==> config.mk <==
export PLATFORM = sky130hd
export DESIGN_NAME = scw_decoder
export DESIGN_NICKNAME = d
export VERILOG_FILES = /design/src/scw_pkg.sv /design/src/scw_decoder.sv /design/src/scw_clk_gen.sv
export SDC_FILE = /design/constraint.sdc
export NUM_CORES = 1
export LEC_CHECK = 0
export BUFFER_PORTS_ARGS = -buffer_cell sky130_fd_sc_hd__buf_2
export CORE_AREA = 2 2 112 135
export CTS_CLUSTER_SIZE = 10
export DETAILED_ROUTE_END_ITERATION = 7
export DIE_AREA = 0 0 114 137
export GPL_ROUTABILITY_DRIVEN = 0
export PLACE_DENSITY = 0.68
export SYNTH_ARGS = -nofsm -noshare
export SYNTH_HDL_FRONTEND = slang
export SYNTH_SLANG_ARGS = --single-unit
==> constraint.sdc <==
create_clock -name i_clk -period 4.2 [get_ports i_clk]
set_clock_uncertainty 0.2 [all_clocks]
set_input_delay 0.21 -clock i_clk [delete_from_list [all_inputs] [get_ports i_clk]]
set_output_delay 0.21 -clock i_clk [all_outputs]
set_load 0.01 [all_outputs]
==> src/scw_pkg.sv <==
/*
  Constants and types shared by the serial control word decoder.
  Assumes a single 100 MHz system clock; serial timing derives from it.
*/
package scw_pkg;

  // ==========================================================
  // Control word fields
  // ==========================================================
  localparam int SCW_WORD_W = 16;
  localparam int SCW_FLAG_BIT = 15;
  localparam int SCW_RW_BIT = 14;
  localparam int SCW_DEV_HI = 13;
  localparam int SCW_DEV_LO = 11;
  localparam int SCW_REG_HI = 10;
  localparam int SCW_REG_LO = 8;
  localparam int SCW_DATA_HI = 7;
  localparam logic [2:0] SCW_DEV_SELF = 3'h0;
  localparam logic [2:0] SCW_DEV_STEP = 3'h1;
  localparam logic [3:0] SCW_LAST_BIT = 4'hF;
  localparam logic [3:0] SCW_FIRST_CNT = 4'h1;

  // ==========================================================
  // Register file
  // ==========================================================
  localparam int SCW_NUM_REGS = 6;
  localparam logic [2:0] SCW_NUM_REGS_IDX = 3'h6;
  localparam int SCW_REG_MODE = 0;
  localparam int SCW_REG_CLOCK = 1;
  localparam int SCW_REG_POWER = 2;
  localparam int SCW_REG_PAIR0 = 3;
  localparam logic [7:0] SCW_REG_RESET_VAL = 8'h00;

  // Serial mode register
  localparam int SCW_MODE_SEL_BIT = 0;
  localparam int SCW_MIXED_BIT = 1;
  localparam int SCW_LOOP_BIT = 3;
  localparam int SCW_DEVCNT_LO = 4;
  localparam int SCW_SWRESET_BIT = 7;

  // Clock rate register
  localparam int SCW_DECIM_LO = 0;
  localparam int SCW_SCD_LO = 2;
  localparam int SCW_MCD_LO = 4;
  localparam int SCW_ECHO_BIT = 7;

  // Reference and power register
  localparam int SCW_GPU_BIT = 0;
  localparam int SCW_REFPU_BIT = 5;
  localparam int SCW_BUFFERED_REFERENCE_PIN_BIT = 6;

  // Channel pair registers
  localparam int SCW_NUM_CH = 6;
  localparam int SCW_GAIN_W = 3;
  localparam int SCW_CH_STRIDE = 4;
  localparam int SCW_CH_PWR_BIT = 3;

  // ==========================================================
  // Serial clock timing
  // ==========================================================
  localparam int SCW_BASE_HALF = 4;
  localparam logic [2:0] SCW_MCD_MAX = 3'h4;

  // ==========================================================
  // State encodings
  // ==========================================================
  typedef enum logic [1:0] {
    SCW_RX_IDLE = 2'h0,
    SCW_RX_SHIFT = 2'h1
  } scw_rx_state_type;

  typedef enum logic [1:0] {
    SCW_TX_IDLE = 2'h0,
    SCW_TX_SHIFT = 2'h1
  } scw_tx_state_type;

endpackage

==> src/scw_decoder.sv <==
/*
  Serial control word decoder: receives 16-bit words on the serial
  port, applies control words to six configuration registers, answers
  reads, forwards words down a cascade and sends converter samples.
  Assumes the host drives serial input and frame sync on the rising
  edge of o_sclk; both pins are asynchronous to i_clk. Reserved
  register bits are kept as written, so the host must write them zero.
  Addresses 6 and 7 are not built: writes drop, reads return zero.
*/
`timescale 1ns/1ps

// What this block does
// - A word with bit 15 set is a control word in programming or mixed mode.
// - In programming mode a word with bit 15 clear is invalid, never applied.
// - Bit 14 clear writes the data field into the addressed register.
// - Bit 14 set sends the addressed register out in the data field.
// - Only words whose device address bits 13..11 are zero act on this device.
// - A nonzero device address is decremented and the word forwarded.
// - Bits 10..8 pick one of eight register addresses.
// - Bits 7..0 carry the register value, used only for device address zero.
// - Serial mode bit 0 selects programming mode (0) or data mode (1).
// - Serial mode bit 1 enables mixed control and data mode.
// - Serial mode bit 3 enables serial port loop-back.
// - Serial mode bits 6..4 hold the cascade device count, bit 4 lowest.
// - Writing 1 to serial mode bit 7 starts a software reset.
// - Clock rate bits 1..0 hold the decimation rate code.
// - Clock rate bits 3..2 hold the serial clock divider code.
// - Clock rate bits 6..4 hold the master clock divider code.
// - Clock rate bit 7 echoes control words that write this device to serial output.
// - Power bit 0 powers all six channels; bits 1..4 and 7 are stored as written.
// - Power bit 5 powers the on-chip reference.
// - Power bit 6 enables the buffered reference output pin.
// - Each pair register holds lower gain in bits 2..0, higher in 6..4.
// - Pair bit 3 powers the lower channel, bit 7 the higher one.
// - Mixed mode marks frames by bit 15, giving samples 15 bits.
// - Data mode ignores all input and only outputs converter data.
// - Registers update on the falling edge of the serial clock.
// - Global power-up powers all six channels regardless of channel bits.
module scw_decoder (
  // Clock and reset
  input wire logic i_clk,
  input wire logic i_reset_n,
  // Serial port pins
  input wire logic i_sdi,
  input wire logic i_sdifs,
  output logic o_sclk,
  output logic o_sdo,
  output logic o_sdofs,
  // Converter samples
  input wire logic [15:0] i_adc_word,
  input wire logic i_adc_valid,
  // Serial port configuration
  output logic o_operating_mode_select,
  output logic o_mixed_mode_enable,
  output logic o_port_loopback_enable,
  output logic [2:0] o_device_count,
  // Clock configuration
  output logic [1:0] o_decimation_rate,
  output logic [1:0] o_serial_clock_divider,
  output logic [2:0] o_master_clock_divider,
  output logic o_control_echo_enable,
  // Power and reference
  output logic o_global_power_up,
  output logic o_reference_power_up,
  output logic o_reference_output_enable,
  // Channels
  output logic [17:0] o_ch_gain,
  output logic [5:0] o_ch_power_on,
  // Status
  output logic o_invalid_word
);

  typedef struct packed {
    logic sdi_meta;
    logic sdi_sync;
    logic fs_meta;
    logic fs_sync;
    scw_pkg::scw_rx_state_type rx_st;
    logic [3:0] rx_cnt;
    logic [14:0] rx_sr;
    scw_pkg::scw_tx_state_type tx_st;
    logic [3:0] tx_cnt;
    logic [15:0] tx_sr;
    logic [15:0] pend_word;
    logic pend_valid;
    logic [5:0][7:0] regs;
    logic [5:0] ch_pwr;
    logic sdo;
    logic sdofs;
    logic invalid;
  } scw_state_type;

  scw_state_type s_q;
  scw_state_type s_d;
  logic clk_rise;
  logic clk_fall;
  logic clk_sclk;

  // ==========================================================
  // Serial clock
  // ==========================================================
  scw_clk_gen u_clk_gen (
    .i_clk(i_clk),
    .i_reset_n(i_reset_n),
    .i_mcd_code(s_q.regs[scw_pkg::SCW_REG_CLOCK][scw_pkg::SCW_MCD_LO +: 3]),
    .i_scd_code(s_q.regs[scw_pkg::SCW_REG_CLOCK][scw_pkg::SCW_SCD_LO +: 2]),
    .o_sclk(clk_sclk),
    .o_rise(clk_rise),
    .o_fall(clk_fall)
  );

  // ==========================================================
  // Next state
  // ==========================================================
  always_comb begin
    logic [15:0] word;
    logic done;
    logic mode_data;
    logic mode_mixed;
    logic [2:0] dev;
    logic [2:0] ridx;
    logic [7:0] rdata;
    logic loop_on;
    word = '0;
    done = 1'b0;
    mode_data = 1'b0;
    mode_mixed = 1'b0;
    dev = '0;
    ridx = '0;
    rdata = '0;
    loop_on = 1'b0;
    s_d = s_q;
    s_d.invalid = 1'b0;

    // Pins cross into the system clock through two stages
    s_d.sdi_meta = i_sdi;
    s_d.sdi_sync = s_q.sdi_meta;
    s_d.fs_meta = i_sdifs;
    s_d.fs_sync = s_q.fs_meta;

    // ====================
    // Receive, sampled at the falling serial edge
    // Sync is looked at only between words; a mid-word pulse is ignored
    if (clk_fall) begin
      case (s_q.rx_st)
        scw_pkg::SCW_RX_IDLE: begin
          if (s_q.fs_sync) begin
            s_d.rx_sr = {s_q.rx_sr[13:0], s_q.sdi_sync};
            s_d.rx_cnt = scw_pkg::SCW_FIRST_CNT;
            s_d.rx_st = scw_pkg::SCW_RX_SHIFT;
          end
        end
        scw_pkg::SCW_RX_SHIFT: begin
          if (s_q.rx_cnt == scw_pkg::SCW_LAST_BIT) begin
            done = 1'b1;
            word = {s_q.rx_sr, s_q.sdi_sync};
            s_d.rx_cnt = '0;
            s_d.rx_st = scw_pkg::SCW_RX_IDLE;
          end else begin
            s_d.rx_sr = {s_q.rx_sr[13:0], s_q.sdi_sync};
            s_d.rx_cnt = s_q.rx_cnt + 4'h1;
          end
        end
        default: begin
          s_d.rx_st = scw_pkg::SCW_RX_IDLE;
          s_d.rx_cnt = '0;
        end
      endcase
    end

    // ====================
    // Transmit, driven at the rising serial edge
    // One-word slot: a newer load replaces a word not yet started
    if (clk_rise) begin
      case (s_q.tx_st)
        scw_pkg::SCW_TX_IDLE: begin
          s_d.sdo = 1'b0;
          s_d.sdofs = 1'b0;
          if (s_q.pend_valid) begin
            s_d.sdo = s_q.pend_word[scw_pkg::SCW_FLAG_BIT];
            s_d.sdofs = 1'b1;
            s_d.tx_sr = {s_q.pend_word[14:0], 1'b0};
            s_d.tx_cnt = '0;
            s_d.pend_valid = 1'b0;
            s_d.tx_st = scw_pkg::SCW_TX_SHIFT;
          end
        end
        scw_pkg::SCW_TX_SHIFT: begin
          s_d.sdofs = 1'b0;
          if (s_q.tx_cnt == scw_pkg::SCW_LAST_BIT) begin
            s_d.sdo = 1'b0;
            s_d.tx_st = scw_pkg::SCW_TX_IDLE;
          end else begin
            s_d.sdo = s_q.tx_sr[15];
            s_d.tx_sr = {s_q.tx_sr[14:0], 1'b0};
            s_d.tx_cnt = s_q.tx_cnt + 4'h1;
          end
        end
        default: begin
          s_d.tx_st = scw_pkg::SCW_TX_IDLE;
          s_d.sdo = 1'b0;
          s_d.sdofs = 1'b0;
        end
      endcase
    end

    mode_mixed = s_q.regs[scw_pkg::SCW_REG_MODE][scw_pkg::SCW_MIXED_BIT];
    mode_data = s_q.regs[scw_pkg::SCW_REG_MODE][scw_pkg::SCW_MODE_SEL_BIT]
      & ~mode_mixed;
    // Loop-back is diagnostic only; data mode must send samples alone
    loop_on = s_q.regs[scw_pkg::SCW_REG_MODE][scw_pkg::SCW_LOOP_BIT]
      & ~mode_data;

    // ====================
    // Converter samples; later loads below take priority
    if (i_adc_valid) begin
      if (mode_data) begin
        s_d.pend_word = i_adc_word;
        s_d.pend_valid = 1'b1;
      end else if (mode_mixed) begin
        // Flag bit clear marks data; lowest sample bit is dropped
        s_d.pend_word = {1'b0, i_adc_word[15:1]};
        s_d.pend_valid = 1'b1;
      end
    end

    // ====================
    // Word decode
    dev = word[scw_pkg::SCW_DEV_HI:scw_pkg::SCW_DEV_LO];
    ridx = word[scw_pkg::SCW_REG_HI:scw_pkg::SCW_REG_LO];
    if (ridx < scw_pkg::SCW_NUM_REGS_IDX) begin
      rdata = s_q.regs[ridx];
    end else begin
      rdata = 8'h00;
    end

    if (done) begin
      if (loop_on) begin
        // Diagnostic path returns the frame untouched
        s_d.pend_word = word;
        s_d.pend_valid = 1'b1;
      end
      if (mode_data) begin
        // Input is ignored entirely in data mode
        s_d.invalid = 1'b0;
      end else if (!word[scw_pkg::SCW_FLAG_BIT]) begin
        // Mixed mode: a clear flag is host data, not an error
        s_d.invalid = ~mode_mixed;
      end else if (dev != scw_pkg::SCW_DEV_SELF) begin
        s_d.pend_word = word;
        s_d.pend_word[scw_pkg::SCW_DEV_HI:scw_pkg::SCW_DEV_LO] =
          dev - scw_pkg::SCW_DEV_STEP;
        s_d.pend_valid = 1'b1;
      end else if (word[scw_pkg::SCW_RW_BIT]) begin
        s_d.pend_word = {word[15:8], rdata};
        s_d.pend_valid = 1'b1;
      end else begin
        if (ridx < scw_pkg::SCW_NUM_REGS_IDX) begin
          s_d.regs[ridx] = word[scw_pkg::SCW_DATA_HI:0];
        end
        if (ridx == 3'(scw_pkg::SCW_REG_MODE)
            && word[scw_pkg::SCW_SWRESET_BIT]) begin
          for (int r = 0; r < scw_pkg::SCW_NUM_REGS; r++) begin
            s_d.regs[r] = scw_pkg::SCW_REG_RESET_VAL;
          end
        end
        if (s_q.regs[scw_pkg::SCW_REG_CLOCK][scw_pkg::SCW_ECHO_BIT]) begin
          s_d.pend_word = word;
          s_d.pend_valid = 1'b1;
        end
      end
    end

    // ====================
    // Channel power, held in flops for glitch-free outputs
    for (int c = 0; c < scw_pkg::SCW_NUM_CH; c++) begin
      s_d.ch_pwr[c] =
        s_d.regs[scw_pkg::SCW_REG_POWER][scw_pkg::SCW_GPU_BIT]
        | s_d.regs[scw_pkg::SCW_REG_PAIR0 + c / 2]
                  [(c % 2) * scw_pkg::SCW_CH_STRIDE
                   + scw_pkg::SCW_CH_PWR_BIT];
    end
  end

  // ==========================================================
  // State register
  // ==========================================================
  always_ff @(posedge i_clk or negedge i_reset_n) begin
    if (!i_reset_n) begin
      s_q <= '0;
    end else begin
      s_q <= s_d;
    end
  end

  // ==========================================================
  // Outputs
  // ==========================================================
  // Serial clock is a flop inside the generator
  assign o_sclk = clk_sclk;
  assign o_sdo = s_q.sdo;
  assign o_sdofs = s_q.sdofs;
  assign o_invalid_word = s_q.invalid;

  assign o_operating_mode_select =
    s_q.regs[scw_pkg::SCW_REG_MODE][scw_pkg::SCW_MODE_SEL_BIT];
  assign o_mixed_mode_enable =
    s_q.regs[scw_pkg::SCW_REG_MODE][scw_pkg::SCW_MIXED_BIT];
  assign o_port_loopback_enable =
    s_q.regs[scw_pkg::SCW_REG_MODE][scw_pkg::SCW_LOOP_BIT];
  assign o_device_count =
    s_q.regs[scw_pkg::SCW_REG_MODE][scw_pkg::SCW_DEVCNT_LO +: 3];

  assign o_decimation_rate =
    s_q.regs[scw_pkg::SCW_REG_CLOCK][scw_pkg::SCW_DECIM_LO +: 2];
  assign o_serial_clock_divider =
    s_q.regs[scw_pkg::SCW_REG_CLOCK][scw_pkg::SCW_SCD_LO +: 2];
  assign o_master_clock_divider =
    s_q.regs[scw_pkg::SCW_REG_CLOCK][scw_pkg::SCW_MCD_LO +: 3];
  assign o_control_echo_enable =
    s_q.regs[scw_pkg::SCW_REG_CLOCK][scw_pkg::SCW_ECHO_BIT];

  // Reserved power bits are stored as written; software keeps them zero
  assign o_global_power_up =
    s_q.regs[scw_pkg::SCW_REG_POWER][scw_pkg::SCW_GPU_BIT];
  assign o_reference_power_up =
    s_q.regs[scw_pkg::SCW_REG_POWER][scw_pkg::SCW_REFPU_BIT];
  assign o_reference_output_enable =
    s_q.regs[scw_pkg::SCW_REG_POWER][scw_pkg::SCW_BUFFERED_REFERENCE_PIN_BIT];

  assign o_ch_power_on = s_q.ch_pwr;

  genvar g;
  generate
    for (g = 0; g < scw_pkg::SCW_NUM_CH; g++) begin : gen_ch
      assign o_ch_gain[g * scw_pkg::SCW_GAIN_W +: scw_pkg::SCW_GAIN_W] =
        s_q.regs[scw_pkg::SCW_REG_PAIR0 + g / 2]
                [(g % 2) * scw_pkg::SCW_CH_STRIDE +: scw_pkg::SCW_GAIN_W];
    end
  endgenerate

endmodule

==> src/scw_clk_gen.sv <==
/*
  Serial clock generator: divides the system clock by the master and
  serial divider codes and flags each edge of the generated clock.
  Assumes codes come from registers on the same clock.
*/
`timescale 1ns/1ps

module scw_clk_gen (
  // Clock and reset
  input wire logic i_clk,
  input wire logic i_reset_n,
  // Divider codes
  input wire logic [2:0] i_mcd_code,
  input wire logic [1:0] i_scd_code,
  // Generated clock and edge strobes
  output logic o_sclk,
  output logic o_rise,
  output logic o_fall
);

  typedef struct packed {
    logic [7:0] cnt;
    logic sclk;
    logic rise;
    logic fall;
  } scw_cg_state_type;

  scw_cg_state_type s_q;
  scw_cg_state_type s_d;
  logic [7:0] mdiv;
  logic [7:0] half;

  // ==========================================================
  // Half period in system cycles
  // ==========================================================
  always_comb begin
    // Unknown master codes fall back to divide by one
    if (i_mcd_code <= scw_pkg::SCW_MCD_MAX) begin
      mdiv = {5'h00, i_mcd_code} + 8'h01;
    end else begin
      mdiv = 8'h01;
    end
    half = 8'(scw_pkg::SCW_BASE_HALF) * (mdiv << i_scd_code);
  end

  always_comb begin
    s_d = s_q;
    s_d.rise = 1'b0;
    s_d.fall = 1'b0;
    if (s_q.cnt >= half - 8'h01) begin
      s_d.cnt = 8'h00;
      s_d.sclk = ~s_q.sclk;
      s_d.rise = ~s_q.sclk;
      s_d.fall = s_q.sclk;
    end else begin
      s_d.cnt = s_q.cnt + 8'h01;
    end
  end

  always_ff @(posedge i_clk or negedge i_reset_n) begin
    if (!i_reset_n) begin
      s_q <= '0;
    end else begin
      s_q <= s_d;
    end
  end

  assign o_sclk = s_q.sclk;
  assign o_rise = s_q.rise;
  assign o_fall = s_q.fall;

endmodule

# Yosys cells after proc, flatten, opt, wreduce, memory -nomap -nowiden
# Index checks and enable logic that the tools add are counted.
[totals]
regBits = 132
in_bits = 21
out_inout_bits = 45
wordCells = 128
[op_classes]
n_addsub = 6
order_cmp = 5
eq_ne = 10
shift = 1
muxes = 48
bitwise_logic = 13
reduce_logical = 15
[ops]
columns = ["cell", "count"]
rows = [
  ["2-to-1 mux 65 bit", 3],
  ["2-to-1 mux 48 bit", 4],
  ["2-to-1 mux 17 bit", 7],
  ["bitwise mux 48 bit", 1],
  ["2-to-1 mux 16 bit", 3],
  ["2-to-1 mux 8 bit", 5],
  ["one-hot mux 20 bit (2 select lines)", 1],
  ["one-hot mux 15 bit (2 select lines)", 1],
  ["binary-select mux 8 bit (select 3 bit)", 1],
  ["demux 8 bit (select 3 bit)", 1],
  ["2-to-1 mux 22 bit", 1],
  ["2-to-1 mux 21 bit", 1],
  ["2-to-1 mux 20 bit", 1],
  ["2-to-1 mux 15 bit", 1],
  ["inequality test 2 bit, second input constant", 6],
  ["one-hot mux 6 bit (2 select lines)", 1],
  ["2-to-1 mux 1 bit", 9],
  ["adder 4 x 1 -> 4 bit, second input constant", 2],
  ["adder 8 x 1 -> 8 bit, second input constant", 1],
  ["== test 4 bit, second input constant", 2],
  [">= comparator 8 bit", 1],
  ["2-to-1 mux 2 bit", 4],
  ["one-hot mux 2 bit (2 select lines)", 2],
  ["AND reduction 4 bit", 2],
  ["21 further kinds", 37],
]

# Longest topological paths before layout
[logic_depth]
ltp_word = 17
mapped_depth = 16
depth_no_buf = 12

# Hierarchy
# A second synthesis with hierarchy kept.
[unflattened]
cells_unflattened = 792
hier_area_um2 = 7542.2
[modules_own_cells]
columns = ["mod", "n_inst", "cells_each", "area_per_inst_um2", "seq_area_each_um2"]
rows = [
  ["scw_decoder", 1, 692, 6636.4, 2952.8],
  ["scw_clk_gen", 1, 100, 905.9, 275.3],
]

# Worst setup path before layout
# Ideal clock, no wire load.
[synth_path]
path_kind = "register to register"
from = "register s_q[111] (netlist name)"
to = "register s_q, in the netlist o_device_count[0]"
setup_time_ns = 0.136
t_arrival_ns = 3.024
t_required_ns = 3.864
path_slack_ns = 0.840
path_stages_with_launch = 16
n_path_buf = 5
synth_period_minus_slack_ns = 3.360
path_cell_list = "dfrtp_1 ha_1 nand4_1 nor2_1 clkbuf_1 buf_1 nand2_1 ha_1 ha_1 clkbuf_1 nand2b_1 buf_2 nor2_1 nand3_1 clkbuf_1 o21ai_0"
[synth_between]
elab_chain_len = 11
word_cells_on_any_way = 23
cone_classes = "3 x order compare; 1 x eq/ne; 11 x mux; 2 x bitwise; 6 x reduce/logical"
[synth_rtl]
columns = ["item", "line_no", "source"]
rows = [
  ["start, declared", "scw_decoder.sv:93", "scw_state_type s_q;"],
  ["start signal, assigned", "scw_decoder.sv:290", "s_q <= '0;"],
  ["start signal, assigned", "scw_decoder.sv:292", "s_q <= s_d;"],
  ["== test 4 bit *", "scw_decoder.sv:154", "if (s_q.rx_cnt == scw_pkg::SCW_LAST_BIT) begin"],
  ["2-to-1 mux 16 bit", "scw_decoder.sv:154", ""],
  ["2-to-1 mux 16 bit", "scw_decoder.sv:145", "case (s_q.rx_st)"],
  ["2-to-1 mux 16 bit", "scw_decoder.sv:144", "if (clk_fall) begin"],
  ["< comparator 3 x 4 -> 1 bit (not written as such) or >= comparator 3 x 1 -> 1 bit (tied branches)", "scw_decoder.sv:259", "s_d.regs[ridx] = word[scw_pkg::SCW_DATA_HI:0];"],
  ["logical AND 1 bit (not written as such)", "scw_decoder.sv:259", ""],
  ["2-to-1 mux 8 bit (not written as such)", "scw_decoder.sv:259", ""],
  ["demux 8 bit (select 3 bit)", "scw_decoder.sv:259", ""],
  ["bitwise mux 48 bit", "scw_decoder.sv:259", ""],
  ["2-to-1 mux 48 bit", "scw_decoder.sv:258", "if (ridx < scw_pkg::SCW_NUM_REGS_IDX) begin"],
  ["2-to-1 mux 48 bit", "scw_decoder.sv:261", "if (ridx == 3'(scw_pkg::SCW_REG_MODE)"],
]
# Mark *: on every way between the ends. The rest lies on a longest branch, timed or not. The select of a mux whose other input is x is not followed.
# A chain may end at the register's enable or synchronous reset.

# Worst setup path in the final report
[layout_path]
from = "register s_q[111] (netlist name)"
to = "register s_q, in the netlist o_ch_gain[8]"
# Same word-level chain as after synthesis.

==> impl_metrics.env <==
export IMPL_status="finished, final reports clean"
export IMPL_grt_overflow=0
export IMPL_seq_power_share=0.440
export IMPL_synth_simple_gate_area_frac=0.162
export IMPL_vias_per_cell=6.21
export IMPL_vias=6019
export IMPL_synth_warnings=0
export IMPL_path_clk_slew_ps=60
export IMPL_syn_to_final_growth_pct=11.6
export IMPL_synth_avg_cell_area_sq_um=9.60
export IMPL_clock_path_buffers=2
export IMPL_gr_usage_met1=0.331
export IMPL_p_sw_w=0.000676
export IMPL_numClockSinks=129
export IMPL_finalCriticalPeriod_ps=3520
export IMPL_antennaDiodeCount=0
export IMPL_synthAdderAreaFrac=0.0205
export IMPL_endpoint_kind="register"
export IMPL_finalSetupViolations=0
export IMPL_vdd_drop_max_mv=0.199
export IMPL_hold_class="in -> reg"
export IMPL_holdWs_ps=18.3
export IMPL_grtUsageMet3=0.0593
export IMPL_ys_flop_type="dfrtp_1"
export IMPL_dieArea_sq_um=15600
export IMPL_wirelength_um=19300
export IMPL_wire_per_inst_um=19.9
export IMPL_synth_area_sq_um=7310
export IMPL_ant_nets=0
export IMPL_ys_seq_area_frac=0.441
export IMPL_max_freq_ghz=0.284
export IMPL_finalHoldViolations=0
export IMPL_synth_nets=795
export IMPL_synth_compound_area_frac=0.170
export IMPL_worst_pin_slew_ps=998
export IMPL_synth_edf_count=0
export IMPL_p_clk_frac=0.522
export IMPL_port_buffers=65
export IMPL_synthCells=762
export IMPL_internal_power_w=0.00232
export IMPL_switching_share=0.226
export IMPL_die_h_um=137
export IMPL_clock_latency_ps=430
export IMPL_powerDensity_nw_per_um2=367
export IMPL_max_slew_margin=0.334
export IMPL_place_hpwl_um=13400
export IMPL_grt_use_total=0.258
export IMPL_synthArstFlopShare=1.00
export IMPL_htreeDepth=4
export IMPL_grt_antenna_before_repair=0
export IMPL_globalRouteMet2Util=0.426
export IMPL_remaining_drc_errors=0
export IMPL_grt_start_max_net_pins=74
export IMPL_cap_violations=0
export IMPL_critPathLaunchType="register"
export IMPL_crit_fanout=24
export IMPL_synth_cell_types=71
export IMPL_cp_data_arrival_time_ps=3620
export IMPL_core_rowCount=48
export IMPL_pwr_share_comb=0.037
export IMPL_dr_pass1_iters=6
export IMPL_cts_tree="done"
export IMPL_layout_drive_gt1_share=0.181
export IMPL_slew_violations=0
export IMPL_drt_iter0_drc=508
export IMPL_cts_buffers=17
export IMPL_setup_tns_final_ps=0
export IMPL_grt_pass1_vias=5906
export IMPL_initial_core_util=0.512
export IMPL_ctsRootBufferMaster="clkbuf_16"
export IMPL_synth_xor_area_share=0.0156
export IMPL_period_share=0.837
export IMPL_io_pins=66
export IMPL_core_area_sq_um=14300
export IMPL_nets=814
export IMPL_synth_top_family_by_area="compound AO/OA/AOI/OAI gates"
export IMPL_ys_seq_elements=129
export IMPL_rsz0062_at_grt="false"
export IMPL_fp_dieW_um=114
export IMPL_grt_pass1_wl_um=31000
export IMPL_required_ps=4310
export IMPL_cts_setup_buffers=0
export IMPL_total_leakage_power_nw=3.71
export IMPL_worstSetupPathType="reg -> reg"
export IMPL_gr_max_usage_layer="met2"
export IMPL_synthMuxAreaShare=0.117
## routing by layer
metal,up-vias,part of all wire
met5,-,0
met4,0,0.028
met2,277,0.49
met3,54,0.074
li1,2765,-
met1,2923,0.41
## area by class of cell
class	instances	area [sq um]
clock inverters	14	188
flip-flops and latches	129	3230
repair buffers	84	478
well taps	175	219
inverters	15	56.3
clock buffers	18	439
fillers	1232	6130
multi-input cells	534	3550
## critical path, cell delays in order (launching register included)
cell and delay [ps]:
dfrtp_1 410, ha_1 270, nand4_1 200, nor2_1 140, nand2_1 90, ha_1 150, ha_1 170, nand2b_1 90
nor3_1 360, and3_1 830, buf_4 370, nor2_1 90
## layout by cell type, fill, tap and decap left out, drive strengths merged, types with 7 or more instances in the layout
master / synthesis / routed
o22ai: 7 / 7
nor3: 13 / 13
and3: 8 / 8
nand2: 56 / 56
buf: 47 / 81
o21ai: 44 / 44
mux2: 19 / 19
clkbuf: 37 / 18
mux2i: 62 / 62
nor2: 104 / 104
nand2b: 8 / 8
nand3: 16 / 16
dfrtp: 129 / 129
a21oi: 39 / 39
inv: 15 / 16
ha: 12 / 12
nor2b: 11 / 11
a22o: 12 / 12
xnor2: 7 / 7
and2: 7 / 7
a31oi: 7 / 7
## timing repair
| action | 4_1_cts | 5_1_grt |
|---|---|---|
| hold endpoints to repair | 73 | 0 |
| endpoints found under the setup margin | 0 | 0 |
| resized for setup | 0 | 0 |
| hold buffers | 3 | 0 |
## sequential cells by signal (all words and copies together), names as in the netlist, 2 cells and up
name                    flops
o_serial_clock_divider      2
o_decimation_rate           2
o_device_count              3
s_q                        72
o_ch_power_on               6
o_master_clock_divider      3
o_ch_gain                  18
s_d                         2
u_clk_gen.s_q               8
## power by group through the flow
stage / registers (W) / logic [W] / clock network [W]
3_3_place_gp: 0.00134 / 0.000104 / 0
5_1_grt: 0.00132 / 0.000128 / 0.00165
3_5_place_dp: 0.00134 / 0.000110 / 0
2_1_floorplan: 0.00132 / 0.0000616 / 0
6_report: 0.00132 / 0.000112 / 0.00156
4_1_cts: 0.00132 / 0.000113 / 0.00159
## through the flow
| stage | utilization | power, W | cell area, sq um | cells | setup WS [ps] |
|---|---|---|---|---|---|
| floorplan | - | 0.00138 | 7310 | 762 | 840 |
| global placement | 0.525 | 0.00144 | 7500 | 934 | 863 |
| detailed placement | 0.525 | 0.00145 | 7500 | 934 | 724 |
| CTS | 0.571 | 0.00302 | 8160 | 969 | 716 |
| global route | 0.571 | 0.00310 | 8160 | 969 | 458 |
| finish | 0.571 | 0.00299 | 8160 | 969 | 684 |
## Yosys cell counts (all sizes together) (12+ instances only)
master | count | area (sq um)
inv | 15 | 56.3
a21oi | 39 | 199
mux2 | 19 | 214
dfrtp | 129 | 3230
nor2 | 104 | 390
nand2 | 56 | 226
clkbuf | 37 | 140
nand3 | 16 | 85.1
o21ai | 44 | 220
ha | 12 | 150
mux2i | 62 | 621
buf | 47 | 337
a22o | 12 | 105
nor3 | 13 | 65.1
## path summary, 6_finish.rpt
check | start | endpoint | slack (ps) | cells after the start
max | s_q[111] | o_ch_gain[8] | 680 | 11
min | i_adc_word[15] | s_q[73] | 20 | 4
max reg2reg | s_q[111] | o_ch_gain[8] | 680 | 11
min reg2reg | s_d[117] | s_q[117] | 150 | 0
max in group asynchronous | i_reset_n | s_q[32] | 2570 | 3
min in group asynchronous | i_reset_n | o_sdofs | 270 | 2
## cells by family after synthesis
family / Yosys count
AND/OR/NAND/NOR: 244
AO/OA/AOI/OAI: 183
flip-flops: 129
buffers and inverters: 99
multiplexers: 82
XOR/XNOR: 13
adder cells (fa/ha/maj): 12
Power figures use the tool's default switching activity.
